[config.mk]
export PLATFORM = sky130hd
export DESIGN_NAME = ssr_top
export DESIGN_NICKNAME = d
export VERILOG_FILES = /design/src/design/ssr_pkg.sv /design/src/design/ssr_set.sv /design/src/design/ssr_cal_track.sv /design/src/design/ssr_top.sv
export VERILOG_INCLUDE_DIRS = /design/src /design/src/design
export SDC_FILE = /design/constraint.sdc
export NUM_CORES = 1
export LEC_CHECK = 0
export ABC_AREA = 1
export BUFFER_PORTS_ARGS = -buffer_cell sky130_fd_sc_hd__buf_2
export CORE_AREA = 2 2 190 192
export DETAILED_ROUTE_END_ITERATION = 12
export DIE_AREA = 0 0 192 194
export PLACE_DENSITY = 0.49
export SYNTH_ARGS = -nofsm -noshare
export SYNTH_HDL_FRONTEND = slang
export SYNTH_SLANG_ARGS = --single-unit
[constraint.sdc]
create_clock -name sys_clk_i -period 0.96 [get_ports sys_clk_i]
set_input_delay 0.144 -clock sys_clk_i [delete_from_list [all_inputs] [get_ports sys_clk_i]]
set_output_delay 0.144 -clock sys_clk_i [all_outputs]
set_load 0.01 [all_outputs]
[src/design/ssr_defines.svh]
// constants for the status register sets block
`ifndef SSR_DEFINES_SVH
`define SSR_DEFINES_SVH

// ----------------------------------------
// word layout
// ----------------------------------------
`define SSR_W            15
`define SSR_ZEROS        15'h0000
`define SSR_ONES         15'h7FFF

// ----------------------------------------
// device set bit positions
// ----------------------------------------
`define SSR_DEV_CONN_A   1
`define SSR_DEV_CONN_B   2
`define SSR_DEV_ERR_A    3
`define SSR_DEV_ERR_B    4
`define SSR_DEV_REAR_A   5
`define SSR_DEV_REAR_B   6
`define SSR_DEV_KEY      14
`define SSR_DEV_USED_DUAL   15'h407E
`define SSR_DEV_USED_SINGLE 15'h402A

// ----------------------------------------
// operation set bit positions
// ----------------------------------------
`define SSR_OP_CAL       0
`define SSR_OP_MEAS      4
`define SSR_OP_TRIG      5
`define SSR_OP_SENSE     10
`define SSR_OP_LLF       11
`define SSR_OP_ULF       12
`define SSR_OP_USED      15'h1C31

// ----------------------------------------
// calibrating set bit positions
// ----------------------------------------
`define SSR_CAL_A        1
`define SSR_CAL_B        2
`define SSR_CAL_USED_DUAL   15'h0006
`define SSR_CAL_USED_SINGLE 15'h0002

`endif

[src/design/ssr_pkg.sv]
// types shared by the status register sets block
package ssr_pkg;

	typedef enum logic [1:0] {SSR_SET_DEV, SSR_SET_OP, SSR_SET_CAL, SSR_SET_RSVD} ssr_set_t;

	typedef enum logic [2:0] {SSR_REG_COND, SSR_REG_EVENT, SSR_REG_ENABLE, SSR_REG_NTR, SSR_REG_PTR,
		SSR_REG_RSVD5, SSR_REG_RSVD6, SSR_REG_RSVD7} ssr_reg_t;

	typedef struct packed {
		logic [14:0] cond;
		logic [14:0] evt;
		logic [14:0] en;
		logic [14:0] falling_filter_short;
		logic [14:0] ptr;
	} ssr_set_state_t;

	typedef struct packed {
		logic [1:0] busy;
	} ssr_cal_state_t;

	typedef struct packed {
		logic        rsp_valid;
		logic        rsp_err;
		logic [15:0] rsp_data;
	} ssr_top_state_t;

endpackage

[src/design/ssr_set.sv]
// one status register set: condition, filters, event latch, enable mask
`timescale 1ns/1ps
`include "ssr_defines.svh"

module ssr_set
	import ssr_pkg::*;
#(
	parameter logic [14:0] USED      = `SSR_ONES,
	parameter logic [14:0] EN_PRESET = `SSR_ONES
)(
	// clock and reset
	input  wire logic        sys_clk_i,
	input  wire logic        resetn_i,
	// live inputs
	input  wire logic [14:0] cond_i,
	input  wire logic [14:0] direct_evt_i,
	input  wire logic        preset_i,
	// access
	input  wire logic        wr_i,
	input  wire logic        rd_evt_i,
	input  wire ssr_reg_t    reg_i,
	input  wire logic [15:0] wdata_i,
	// results
	output logic      [14:0] rd_word_o,
	output logic             summary_o
);

	ssr_set_state_t s_q;
	ssr_set_state_t s_d;
	logic [14:0]    cond_live;
	logic [14:0]    new_evt;

	assign cond_live = cond_i & USED;
	// filtered edges plus unfiltered sources
	assign new_evt = ((cond_live & ~s_q.cond & s_q.ptr)
		| (~cond_live & s_q.cond & s_q.falling_filter_short)
		| direct_evt_i) & USED;
	assign summary_o = |(s_q.evt & s_q.en);

	always_comb
	begin
		s_d      = s_q;
		s_d.cond = cond_live;
		// set wins over the read clear
		s_d.evt  = (rd_evt_i ? `SSR_ZEROS : s_q.evt) | new_evt;
		if (preset_i)
		begin
			s_d.en  = EN_PRESET;
			s_d.ptr = `SSR_ONES;
			s_d.falling_filter_short = `SSR_ZEROS;
		end
		else if (wr_i)
		begin
			case (reg_i)
				SSR_REG_ENABLE: s_d.en  = wdata_i[14:0];
				SSR_REG_NTR:    s_d.falling_filter_short = wdata_i[14:0];
				SSR_REG_PTR:    s_d.ptr = wdata_i[14:0];
				default:        s_d.en  = s_q.en;
			endcase
		end
	end

	always_comb
	begin
		case (reg_i)
			SSR_REG_COND:   rd_word_o = cond_live;
			SSR_REG_EVENT:  rd_word_o = s_q.evt;
			SSR_REG_ENABLE: rd_word_o = s_q.en;
			SSR_REG_NTR:    rd_word_o = s_q.falling_filter_short;
			SSR_REG_PTR:    rd_word_o = s_q.ptr;
			default:        rd_word_o = `SSR_ZEROS;
		endcase
	end

	always_ff @(posedge sys_clk_i or negedge resetn_i)
	begin
		if (!resetn_i)
		begin
			s_q.cond <= `SSR_ZEROS;
			s_q.evt  <= `SSR_ZEROS;
			s_q.en   <= EN_PRESET;
			s_q.falling_filter_short  <= `SSR_ZEROS;
			s_q.ptr  <= `SSR_ONES;
		end
		else
		begin
			s_q <= s_d;
		end
	end

endmodule

[src/design/ssr_cal_track.sv]
// per-channel calibrating activity flags
`timescale 1ns/1ps
`include "ssr_defines.svh"

module ssr_cal_track
	import ssr_pkg::*;
#(
	parameter logic DUAL_CHAN = 1'b1
)(
	// clock and reset
	input  wire logic       sys_clk_i,
	input  wire logic       resetn_i,
	// run events, bit 0 channel A, bit 1 channel B
	input  wire logic [1:0] zero_start_i,
	input  wire logic [1:0] cal_start_i,
	input  wire logic       cal_all_start_i,
	input  wire logic [1:0] run_done_i,
	// flags
	output logic      [1:0] busy_o
);

	ssr_cal_state_t s_q;
	ssr_cal_state_t s_d;
	logic [1:0]     chan_ok;
	logic [1:0]     start;

	assign chan_ok = {DUAL_CHAN, 1'b1};
	assign start   = (zero_start_i | cal_start_i
		| {2{cal_all_start_i}}) & chan_ok;
	assign busy_o  = s_q.busy;

	always_comb
	begin
		s_d = s_q;
		// a start in the done cycle keeps the flag
		s_d.busy = (s_q.busy & ~run_done_i) | start;
	end

	always_ff @(posedge sys_clk_i or negedge resetn_i)
	begin
		if (!resetn_i)
		begin
			s_q.busy <= 2'h0;
		end
		else
		begin
			s_q <= s_d;
		end
	end

endmodule

[src/design/ssr_top.sv]
// device, operation and calibrating status register sets with command port
`timescale 1ns/1ps
`include "ssr_defines.svh"

module ssr_top
	import ssr_pkg::*;
#(
	parameter logic DUAL_CHAN = 1'b1
)(
	// clock and reset
	input  wire logic        sys_clk_i,
	input  wire logic        resetn_i,
	// status command port
	input  wire logic        cmd_valid_i,
	input  wire logic        cmd_write_i,
	input  wire ssr_set_t    cmd_set_i,
	input  wire ssr_reg_t    cmd_reg_i,
	input  wire logic [15:0] cmd_wdata_i,
	input  wire logic        preset_i,
	output logic             rsp_valid_o,
	output logic             rsp_err_o,
	output logic      [15:0] rsp_data_o,
	// sensor state, bit 0 channel A, bit 1 channel B
	input  wire logic [1:0]  sensor_conn_i,
	input  wire logic [1:0]  sensor_mem_fail_i,
	input  wire logic [1:0]  sensor_rear_i,
	input  wire logic        front_rear_both_i,
	input  wire logic        key_press_i,
	// calibration activity
	input  wire logic [1:0]  zero_start_i,
	input  wire logic [1:0]  cal_start_i,
	input  wire logic        cal_all_start_i,
	input  wire logic [1:0]  run_done_i,
	// summaries of the other operation sets
	input  wire logic        meas_sum_i,
	input  wire logic        trig_sum_i,
	input  wire logic        sense_sum_i,
	input  wire logic        llf_sum_i,
	input  wire logic        ulf_sum_i,
	// summaries towards the status byte
	output logic             dev_summary_o,
	output logic             op_summary_o
);

	localparam logic [14:0] DEV_USED = DUAL_CHAN ? `SSR_DEV_USED_DUAL : `SSR_DEV_USED_SINGLE;
	localparam logic [14:0] CAL_USED = DUAL_CHAN ? `SSR_CAL_USED_DUAL : `SSR_CAL_USED_SINGLE;

	ssr_top_state_t s_q;
	ssr_top_state_t s_d;

	logic [14:0] dev_cond;
	logic [14:0] dev_key;
	logic [14:0] op_cond;
	logic [14:0] cal_cond;
	logic [1:0]  cal_busy;
	logic        cal_summary;
	logic [14:0] dev_word;
	logic [14:0] op_word;
	logic [14:0] cal_word;
	logic        set_ok;
	logic        reg_ok;
	logic        wr_ok;
	logic        query;
	logic        wr_any;
	logic        rd_evt;
	logic        refused;
	logic        dev_wr;
	logic        op_wr;
	logic        cal_wr;
	logic        dev_rd_evt;
	logic        op_rd_evt;
	logic        cal_rd_evt;
	logic [14:0] sel_word;
	logic [1:0]  chan_conn;
	logic [1:0]  chan_err;
	logic [1:0]  chan_rear;
	logic [1:0]  chan_cal;

	// ----------------------------------------
	// per-channel status, bit 0 channel A, bit 1 channel B
	// ----------------------------------------
	genvar ch;
	generate
		for (ch = 0; ch < 2; ch = ch + 1)
		begin
			assign chan_conn[ch] = sensor_conn_i[ch];
			assign chan_err[ch]  = sensor_mem_fail_i[ch] | front_rear_both_i;
			assign chan_rear[ch] = sensor_rear_i[ch];
			assign chan_cal[ch]  = cal_busy[ch];
		end
	endgenerate

	// ----------------------------------------
	// condition words
	// ----------------------------------------
	always_comb
	begin
		dev_cond = `SSR_ZEROS;
		dev_cond[`SSR_DEV_CONN_A] = chan_conn[0];
		dev_cond[`SSR_DEV_CONN_B] = chan_conn[1];
		dev_cond[`SSR_DEV_ERR_A]  = chan_err[0];
		dev_cond[`SSR_DEV_ERR_B]  = chan_err[1];
		dev_cond[`SSR_DEV_REAR_A] = chan_rear[0];
		dev_cond[`SSR_DEV_REAR_B] = chan_rear[1];
		// key press has no condition, only an event
		dev_cond[`SSR_DEV_KEY]    = 1'b0;
	end

	always_comb
	begin
		dev_key = `SSR_ZEROS;
		dev_key[`SSR_DEV_KEY] = key_press_i;
	end

	always_comb
	begin
		op_cond = `SSR_ZEROS;
		op_cond[`SSR_OP_CAL]   = cal_summary;
		op_cond[`SSR_OP_MEAS]  = meas_sum_i;
		op_cond[`SSR_OP_TRIG]  = trig_sum_i;
		op_cond[`SSR_OP_SENSE] = sense_sum_i;
		op_cond[`SSR_OP_LLF]   = llf_sum_i;
		op_cond[`SSR_OP_ULF]   = ulf_sum_i;
	end

	always_comb
	begin
		cal_cond = `SSR_ZEROS;
		cal_cond[`SSR_CAL_A] = chan_cal[0];
		cal_cond[`SSR_CAL_B] = chan_cal[1];
	end

	// ----------------------------------------
	// command decode
	// ----------------------------------------
	// which sets exist
	always_comb
	begin
		set_ok = 1'b0;
		case (cmd_set_i)
			SSR_SET_DEV: set_ok = 1'b1;
			SSR_SET_OP:  set_ok = 1'b1;
			SSR_SET_CAL: set_ok = 1'b1;
			default:     set_ok = 1'b0;
		endcase
	end

	// which registers exist, and which of them take a write
	always_comb
	begin
		reg_ok = 1'b0;
		wr_ok  = 1'b0;
		case (cmd_reg_i)
			SSR_REG_COND:
			begin
				// condition is query only
				reg_ok = 1'b1;
				wr_ok  = 1'b0;
			end
			SSR_REG_EVENT:
			begin
				// event is query only
				reg_ok = 1'b1;
				wr_ok  = 1'b0;
			end
			SSR_REG_ENABLE:
			begin
				reg_ok = 1'b1;
				wr_ok  = 1'b1;
			end
			SSR_REG_NTR:
			begin
				reg_ok = 1'b1;
				wr_ok  = 1'b1;
			end
			SSR_REG_PTR:
			begin
				reg_ok = 1'b1;
				wr_ok  = 1'b1;
			end
			default:
			begin
				reg_ok = 1'b0;
				wr_ok  = 1'b0;
			end
		endcase
	end

	assign query   = cmd_valid_i & ~cmd_write_i & set_ok;
	assign wr_any  = cmd_valid_i & cmd_write_i & set_ok & wr_ok;
	assign rd_evt  = query & (cmd_reg_i == SSR_REG_EVENT);
	// refused commands change nothing and answer with an error
	assign refused = cmd_valid_i & (~set_ok | ~reg_ok | (cmd_write_i & ~wr_ok));

	// route the strobes to the addressed set only
	always_comb
	begin
		dev_wr     = 1'b0;
		op_wr      = 1'b0;
		cal_wr     = 1'b0;
		dev_rd_evt = 1'b0;
		op_rd_evt  = 1'b0;
		cal_rd_evt = 1'b0;
		case (cmd_set_i)
			SSR_SET_DEV:
			begin
				dev_wr     = wr_any;
				dev_rd_evt = rd_evt;
			end
			SSR_SET_OP:
			begin
				op_wr     = wr_any;
				op_rd_evt = rd_evt;
			end
			SSR_SET_CAL:
			begin
				cal_wr     = wr_any;
				cal_rd_evt = rd_evt;
			end
			default:
			begin
				dev_wr     = 1'b0;
				op_wr      = 1'b0;
				cal_wr     = 1'b0;
				dev_rd_evt = 1'b0;
				op_rd_evt  = 1'b0;
				cal_rd_evt = 1'b0;
			end
		endcase
	end

	// answer word of the addressed set
	always_comb
	begin
		sel_word = `SSR_ZEROS;
		case (cmd_set_i)
			SSR_SET_DEV: sel_word = dev_word;
			SSR_SET_OP:  sel_word = op_word;
			SSR_SET_CAL: sel_word = cal_word;
			default:     sel_word = `SSR_ZEROS;
		endcase
	end

	// ----------------------------------------
	// register sets
	// ----------------------------------------
	ssr_cal_track #(
		.DUAL_CHAN (DUAL_CHAN)
	) u_cal_track (
		.sys_clk_i       (sys_clk_i),
		.resetn_i        (resetn_i),
		.zero_start_i    (zero_start_i),
		.cal_start_i     (cal_start_i),
		.cal_all_start_i (cal_all_start_i),
		.run_done_i      (run_done_i),
		.busy_o          (cal_busy)
	);

	ssr_set #(
		.USED      (DEV_USED),
		.EN_PRESET (`SSR_ONES)
	) u_dev_set (
		.sys_clk_i    (sys_clk_i),
		.resetn_i     (resetn_i),
		.cond_i       (dev_cond),
		.direct_evt_i (dev_key),
		.preset_i     (preset_i),
		.wr_i         (dev_wr),
		.rd_evt_i     (dev_rd_evt),
		.reg_i        (cmd_reg_i),
		.wdata_i      (cmd_wdata_i),
		.rd_word_o    (dev_word),
		.summary_o    (dev_summary_o)
	);

	ssr_set #(
		.USED      (`SSR_OP_USED),
		.EN_PRESET (`SSR_ZEROS)
	) u_op_set (
		.sys_clk_i    (sys_clk_i),
		.resetn_i     (resetn_i),
		.cond_i       (op_cond),
		.direct_evt_i (`SSR_ZEROS),
		.preset_i     (preset_i),
		.wr_i         (op_wr),
		.rd_evt_i     (op_rd_evt),
		.reg_i        (cmd_reg_i),
		.wdata_i      (cmd_wdata_i),
		.rd_word_o    (op_word),
		.summary_o    (op_summary_o)
	);

	ssr_set #(
		.USED      (CAL_USED),
		.EN_PRESET (`SSR_ONES)
	) u_cal_set (
		.sys_clk_i    (sys_clk_i),
		.resetn_i     (resetn_i),
		.cond_i       (cal_cond),
		.direct_evt_i (`SSR_ZEROS),
		.preset_i     (preset_i),
		.wr_i         (cal_wr),
		.rd_evt_i     (cal_rd_evt),
		.reg_i        (cmd_reg_i),
		.wdata_i      (cmd_wdata_i),
		.rd_word_o    (cal_word),
		.summary_o    (cal_summary)
	);

	// ----------------------------------------
	// response register
	// ----------------------------------------
	always_comb
	begin
		s_d           = s_q;
		s_d.rsp_valid = cmd_valid_i;
		s_d.rsp_err   = refused;
		s_d.rsp_data  = 16'h0000;
		if (query)
		begin
			// bit 15 of every answer is zero
			s_d.rsp_data = {1'b0, sel_word};
		end
	end

	always_ff @(posedge sys_clk_i or negedge resetn_i)
	begin
		if (!resetn_i)
		begin
			s_q.rsp_valid <= 1'b0;
			s_q.rsp_err   <= 1'b0;
			s_q.rsp_data  <= 16'h0000;
		end
		else
		begin
			s_q <= s_d;
		end
	end

	assign rsp_valid_o = s_q.rsp_valid;
	assign rsp_err_o   = s_q.rsp_err;
	assign rsp_data_o  = s_q.rsp_data;

endmodule

# ---- Word-level counts from Yosys, hierarchy flattened
# Cells that the tools add are included.
dict set report totals {
  output_inout_bits 20
  wordCells 123
  ff_bits 214
}
dict set report classes {
  reduce_logical 23
  eq_ne 6
  mux 26
  n_bitwise 49
}
# op count
set ops {}
lappend ops {{$mux W45} 6}
lappend ops {{$pmux W15 S5} 3}
lappend ops {{$mux W15} 7}
lappend ops {{$and A15 B15 Y15} 5}
lappend ops {{$and A13 B13 Y13} 4}
lappend ops {{$or A15 B15 Y15} 3}
lappend ops {{$pmux W15 S3} 1}
lappend ops {{$reduce_or A15 Y1} 3}
lappend ops {{$not A7 Y15} 2}
lappend ops {{$not A13 Y13} 2}
lappend ops {{$reduce_and A2 Y1} 9}
lappend ops {{$and A15 B7 Y15} 1}
lappend ops {{$and A7 B15 Y15} 1}
lappend ops {{$or A15 B13 Y15} 1}
lappend ops {{$or A15 B3 Y15} 1}
lappend ops {{$or A13 B13 Y13} 1}
lappend ops {{$and A3 B3 Y3} 4}
lappend ops {{$reduce_bool A2 Y1} 6}
lappend ops {{$mux W1} 9}
lappend ops {{$and A1 B1 Y1} 8}
lappend ops {{$eq A3 B2 Y1 const B} 2}
lappend ops {{$not A3 Y3} 2}
lappend ops {{$or A2 B2 Y2} 3}
lappend ops {{$reduce_or A3 Y1} 2}
lappend ops {{other kinds (12)} 18}

# ---- Logic depth before layout (Yosys ltp)
# Gate-level depths: netlist (run 1).
dict set report depth {
  ltp_word 8
  ltp_mapped 13
  depth_no_buf 11
}

# ---- By module
# Synthesis (run 1) repeated with hierarchy kept, for this count alone.
dict set report unflattened {
  hier_cells 1208
  hier_area_um2 9913.3
}
# mod area_each_um2 n_inst cells_each
set modules_own_cells {}
lappend modules_own_cells {{ssr_set (u_dev_set)} 3106.7 1 378}
lappend modules_own_cells {{ssr_set (u_op_set)} 2960.3 1 373}
lappend modules_own_cells {{ssr_set (u_cal_set)} 2681.3 1 301}
lappend modules_own_cells {ssr_top 1078.5 1 145}
lappend modules_own_cells {ssr_cal_track 86.3 1 11}

# ---- Worst setup path before layout (run 1)
# No wires, ideal clock.
dict set report synth_timing {
  path_type {input port to flip-flop}
  start {input cmd_reg_i[2]}
  end {register s_q, in the netlist rsp_data_o[5]}
  stages 11
  arrival_time_ns 1.142
  required_ns 0.896
  setup_slack_ns -0.246
  path_cell_list {buf_6 inv_4 nand2_1 nor2_4 buf_2 nand2_1 nand3_1 nand2_1 nand3_1 nand2_1 inv_1}
}
# element line_no
set synth_rtl {}
lappend synth_rtl {{from (decl)} ssr_top.sv:17} ;# input wire ssr_reg_t cmd_reg_i,
lappend synth_rtl {{to (decl)} ssr_top.sv:48} ;# ssr_top_state_t s_q;

# ---- Final worst setup path (run 1)
dict set report layout_timing {
  start {register u_dev_set.s_q[59] in the netlist's numbering}
  end {output dev_summary_o}
}
dict set report layout_via {
  elab_chain_len 2
}
# element line_no
set layout_lines {}
lappend layout_lines {{from (decl)} ssr_set.sv:28} ;# ssr_set_state_t s_q;
lappend layout_lines {{$and A15 B15 Y15} ssr_set.sv:38} ;# assign summary_o = |(s_q.evt & s_q.en);
lappend layout_lines {{$reduce_or A15 Y1} ssr_set.sv:38}
lappend layout_lines {{to (decl)} ssr_top.sv:41} ;# output logic dev_summary_o,
# Every way passes these cells.

==> impl_results.md, run 1 <==
- Status: finished with violations
- Violated checks: negative setup slack
- Share of the synthesized area in the top cell type: 32.5%
- TritonCTS clock tree: yes
- DR WL/cell: 18.5 um
- Ant diodes: 0
- Leak pwr: 5.70 nW
- Final setup fails: 62
- Count of flip-flops with a built-in enable after synthesis: 0
- Vias in the first global route: 7669
- Sequential share of the synthesized area: 56.2%
- Nets@finish: 1258
- FF+latch count, synth: 183
- Worst-skew pair later-pin latency: 450 ps
- Area growth syn-to-layout: 49.3%
- Post-Syn Instances: 1016
- Multi-input logic area: 4030 um2
- Worst path cell trace: nand2_1 -> nand2_1 -> a221oi_2 -> nand4_1 -> buf_2
- Worst-path clk slew: 70 ps
- CP delay by family, top: flip-flops
- Mean Syn Cell Area: 8.18 um2
- TritonCTS Buffers: 17
- Count of cell types in the netlist: 29
- Hold Path Cell Cnt: 3
- Cell with the most instances after synthesis: nand2_1
- GRT Util Overall: 16.4%
- Area leader, netlist: dfrtp_1
- Setup crit start kind: register
- Vias post-DR: 7819
- CP Data Arrival Time: 1460 ps
- Clk buf depth: 2
- GRT Residual Overflow: 0
- Crit. path cell count: 5
- VDD IR max: 1.17 mV
- First-pass GRT wire length: 45800 um
- Crit path largest cell delay: 400 ps
- Slew HR: 57.4%
- Cell mode on critical path: nand2_1
- Crit Path Category: reg2out
- Least-Margin Pin Slew: 636 ps
- Synth Net Count: 1062
- Crit path buffers/inverters: 1
- # DRC: 0
- Worst r2r path cells: 9
- Die Height: 194 um
- Share of layout cells above drive strength 1: 41.6%
- Wirelength, routed: 31100 um
- Skew final: 16.0 ps
- Placement Setup Slack: -546 ps
- DR pass1 iterations: 5
- Synth top cells by count: nand2_1, dfrtp_1, nand3_1
- Total of max-cap violations: 0
- I/O Buffers: 63
- Yosys warns: 0
- Root Buffer: clkbuf_16
- Final worst slack: -646 ps
- FP Rows: 69
- Final number of hold-violating endpoints: 0
- Die X-Extent: 192 um
- Core area: 35200 um2
- Pin count of the biggest net entering global routing: 30
- Critical Path RT: 820 ps
- Placed cell area: 10300 um2
- FF+latch area: 4670 um2
- Async S/R FF share, synth: 100%
- Final ANT Viol Nets: 0
- Initial DRC count: 587
- Top Ports: 66
- Filler cell count: 3641
- Period utilisation layout: 167%
- Drt via density: 4.64
- Worst min path class: in2reg
- Mapped Area: 8320 um2
- Synth area leaders: dfrtp_1, dfstp_2, nand2_1
- Detail Placement HPWL: 20300 um
- Clock sinks: 183
- Final Wtd Congestion: 0.807
- Initial Util: 23.6%
- H-tree depth: 4
- Fmax achieved: 0.623 GHz
- CP Capture Type: output pin
- Min Clock Period, post-route: 1610 ps
- Post-route cell area: 12400 um2
- CP Max Fanout: 2
- Max-slew violations: 0
- Die ar.: 37200 um2
- RSZ-0062 raised after global routing: true
- Initial antenna violation count: 0
- Power Density: 1680 nW/um2
- CP max-delay cell: dfrtp_1
- Ys flop type: dfrtp_1
[area by class of cell]
| type | count | share of cell area (%) |
|---|---|---|
| Inverter | 45 | 1.59 |
| Timing Repair Buffer | 232 | 18.8 |
| Tap cell | 461 | 4.65 |
| Sequential cell | 183 | 37.6 |
| Clock inverter | 15 | 1.43 |
| Clock buffer | 17 | 3.43 |
| Multi-Input combinational cell | 733 | 32.4 |
[repair_timing]
item | in CTS | in global routing
endpoints found under the hold margin | 137 | 0
setup buffers | 5 | 7
endpoints found under the setup margin | 101 | 155
gates resized for setup | 56 | 205
cloned | 3 | 9
hold buffers | 19 | 0
pin swaps | 32 | 54
[state kept, by name (all words and copies together) (netlist names)]
| register | count |
|---|---|
| u_dev_set.s_q | 58 |
| u_op_set.s_q | 57 |
| rsp_data_o | 15 |
| rsp_valid_o | 1 |
| rsp_err_o | 1 |
| u_cal_track.busy_o | 2 |
| u_cal_set.s_q | 49 |
[through the flow]
stage | TNS (ps) | total power [mW] | hold WS [ps] | cells | utilization [%]
after detailed placement | -76810 | 12.6 | 77.3 | 1614 | 29.3
after global routing | -8920 | 21.8 | 11.5 | 1686 | 35.3
after CTS | -5730 | 20.3 | 8.95 | 1672 | 32.4
final | -5850 | 20.8 | 12.9 | 1686 | 35.3
after floorplan | -21670 | 11.0 | -152 | 1016 | -
after global placement | -75070 | 12.6 | 75.9 | 1614 | 29.3
[cells by family after synthesis]
| family | Yosys count | synth area share, % |
|---|---|---|
| simple gates | 553 | 26.8 |
| compound gates | 179 | 11.5 |
| buf+inv | 100 | 5.43 |
| other cells | 1 | 0.0451 |
| flops | 183 | 56.2 |
[path summary, 6_finish.rpt]
check | slack (ps) | from | end
max reg2reg | -160 | u_op_set.s_q[34]$_DFFE_PN0P_ | rsp_data_o[4]$_DFF_PN0_
max in group asynchronous | 200 | resetn_i | u_dev_set.s_q[12]$_DFFE_PN1P_
min reg2reg | 470 | u_cal_set.s_q[61]$_DFF_PN0_ | u_cal_set.s_q[46]$_DFF_PN0_
max | -650 | u_dev_set.s_q[59]$_DFF_PN0_ | dev_summary_o
min in group asynchronous | 170 | resetn_i | rsp_data_o[11]$_DFF_PN0_
min | 10 | sensor_conn_i[1] | u_dev_set.s_q[47]$_DFF_PN0_
[power by group]
group | internal, mW | total [mW] | switching (mW) | leakage (nW)
Combinational | 1.81 | 4.02 | 2.21 | 3.29
Sequential | 8.88 | 9.45 | 0.574 | 2.11
Clock | 3.75 | 7.35 | 3.60 | 0.290
Total | 14.4 | 20.8 | 6.39 | 5.70
[placed cells by master (no fill, tap or decap), drive strengths merged]
master       count
nand2          415
buf            204
o21ai          154
dfrtp          108
nand3           88
dfstp           75
inv             51
nor2            38
clkbuf          26
dlygate4sd3     19
o221ai          12
nand4            9
a21oi            7
clkinv           5
clkinvlp         3
nor3             2
o211ai           2
a221oi           2
or2              1
o31ai            1
o21bai           1
conb             1
bufinv           1
[tightest hold or removal path, cell delays in order]
cell and delay, ps:
buf_2 110, nand2_1 70, o221ai_2 80
[metal layers]
layer  up-vias  GRT usage, %  share of wire, %
li1       3718             -                 -
met1      3875          22.8                46
met2       188          26.0                47
met3        38          2.99               5.1
met4         0          4.58               1.9
met5         -             0                 0
Power figures use the tool's default switching activity.
==> run 2: changes to the inputs <==
--- a/config.mk
+++ b/config.mk
@@ -11,6 +11,8 @@
 export CORE_AREA = 2 2 190 192
 export DETAILED_ROUTE_END_ITERATION = 12
 export DIE_AREA = 0 0 192 194
+export GPL_ROUTABILITY_DRIVEN = 0
+export GPL_TIMING_DRIVEN = 0
 export PLACE_DENSITY = 0.49
 export SYNTH_ARGS = -nofsm -noshare
 export SYNTH_HDL_FRONTEND = slang
==> run 2 against run 1 <==
Compared with the run above: the flow finishes with violations (negative hold slack, negative setup slack); fmax shrank 3.2%; clock power is 8.6% higher; register-to-register slack got worse by 140 ps.
==> impl_results.md, run 2 (synthesis results as in run 1) <==
- Status: finished with violations
- Violated checks: negative hold slack, negative setup slack
- Top Ports: 66
- Die ar.: 37200 um2
- Most flops, register: u_dev_set.s_q
- Least-Margin Pin Slew: 688 ps
- Clock sinks: 183
- CP max-delay cell: dfstp_2
- Post-route cell area: 13400 um2
- DR WL/cell: 21.3 um
- GRT Util Overall: 18.6%
- Crit Path Category: reg2out
- Fmax achieved: 0.603 GHz
- Initial DRC count: 668
- Crit path largest cell delay: 580 ps
- CP Capture Type: output pin
- Final setup fails: 171
- Initial antenna violation count: 0
- Vias in the first global route: 7996
- H-tree depth: 4
- Wirelength, routed: 35700 um
- Critical Path RT: 820 ps
- Drt via density: 4.92
- CP Data Arrival Time: 1520 ps
- Root Buffer: clkbuf_16
- Worst path cell trace: nand2_1 -> nand2_2 -> a221oi_2 -> nand4_1 -> buf_2
- Skew final: 8.56 ps
- RSZ-0062 raised after global routing: true
- Share of layout cells above drive strength 1: 53.9%
- Initial Util: 23.6%
- FF+latch area: 4670 um2
- Period utilisation layout: 173%
- Most common cell after layout, fill and taps aside: nand2_1
- Area growth syn-to-layout: 61.7%
- Setup crit start kind: register
- Max-slew violations: 0
- Nets@finish: 1249
- GRT Residual Overflow: 0
- Placed cell area: 9530 um2
- Filler cell count: 3455
- Final number of hold-violating endpoints: 50
- Final ANT Viol Nets: 0
- Most frequent cells in the layout: nand2_1, dfrtp_1, nand2_2
- Multi-input logic area: 4780 um2
- FP Rows: 69
- Min Clock Period, post-route: 1660 ps
- VDD IR max: 1.21 mV
- Die Height: 194 um
- Power Density: 1670 nW/um2
- CP Max Fanout: 3
- Clk buf depth: 2
- Core area: 35200 um2
- Final worst slack: -699 ps
- I/O Buffers: 61
- Max reg flops: 58
- Die X-Extent: 192 um
- TritonCTS Buffers: 17
- Vias post-DR: 8258
- Hold slack: -364 ps
- Top Registers: u_dev_set.s_q: 58 flops, u_op_set.s_q: 57 flops, u_cal_set.s_q: 49 flops
- Placement Setup Slack: -994 ps
- TritonCTS clock tree: yes
- Slew HR: 54.0%
- Worst min path class: in2async
- Pin count of the biggest net entering global routing: 112
- Ant diodes: 0
- Worst-skew pair later-pin latency: 450 ps
- First-pass GRT wire length: 50800 um
- Detail Placement HPWL: 21800 um
- CTS Hold Bufs: 21
- Leak pwr: 6.11 nW
- Worst-path clk slew: 80 ps
- Total of max-cap violations: 0
- DR pass1 iterations: 6
- # DRC: 0
==> run 2: changes by cell type in the layout (fill, tap and decap cells not counted), moves of 10 or more <==
| cell | delta |
|---|---|
| nand2_2 | +56 |
| o21ai_1 | -37 |
| buf_4 | -43 |
| o21ai_0 | -10 |
| o21ai_2 | +47 |
| nand2_4 | +49 |
| nand2_1 | -110 |
| buf_8 | +10 |
| buf_16 | +10 |
==> run 2: worst paths after layout <==
path | start | cells past startpoint | slack [ps] | endpoint
max in group asynchronous | resetn_i | 2 | 360 | u_cal_set.s_q[23]$_DFFE_PN0P_
max reg2reg | u_op_set.s_q[34]$_DFFE_PN0P_ | 9 | -300 | rsp_data_o[4]$_DFF_PN0_
min in group sys_clk_i | meas_sum_i | 3 | 20 | u_op_set.s_q[49]$_DFF_PN0_
min reg2reg | u_cal_track.busy_o[1]$_DFF_PN0_ | 0 | 460 | u_cal_set.s_q[62]$_DFF_PN0_
min | resetn_i | 1 | -360 | u_op_set.s_q[49]$_DFF_PN0_
max | u_dev_set.s_q[34]$_DFFE_PN1P_ | 5 | -700 | dev_summary_o
==> run 2: final cells by class <==
type | count | share of cell area, %
buffer | 55 | 5.61
inverter | 45 | 1.55
timing repair buffer | 168 | 13.4
multi-input combinational | 733 | 35.6
tap | 461 | 4.29
clock inverter | 14 | 1.59
clock buffer | 18 | 3.27
sequential | 183 | 34.8
==> run 2: worst max-delay path, delay by kind of cell (launching register included) <==
family	cells	cell delay, ps
buffers and inverters	1	150
and+or+nand+nor	3	290
AOI/OAI and AO/OA	1	30
DFF	1	580
==> run 2: what timing repair did <==
action | 4_1_cts | 5_1_grt
gates resized for setup | 220 | 350
buffers inserted | 37 | 27
gates cloned | 14 | 11
setup endpoints to repair | 185 | 179
pin swaps | 44 | 61
endpoints found under the hold margin | 74 | 50
==> run 2: per-layer routing <==
layer / track usage, % / vias to the layer above / share of wire [%]
met5: 0 / - / 0
met4: 5.60 / 0 / 2.3
met3: 4.38 / 56 / 6.4
met2: 28.3 / 338 / 47
met1: 26.2 / 4145 / 45
li1: - / 3719 / -
==> run 2: power by group <==
part	internal, mW	total, mW	switching, mW
sequential	8.90	9.71	0.817
combinational	2.17	4.74	2.57
clock	4.52	7.98	3.46
total	15.6	22.4	6.85
==> run 2: per-stage QoR <==
stage	utilization, %	cells	power (mW)	TNS [ps]
6_report	38.2	1677	22.4	-21830
5_1_grt	38.2	1677	23.3	-26970
3_3_place_gp	26.9	1538	12.2	-645210
3_5_place_dp	27.0	1539	12.2	-127660
4_1_cts	33.6	1643	21.1	-8520
2_1_floorplan	-	1016	11.0	-21670
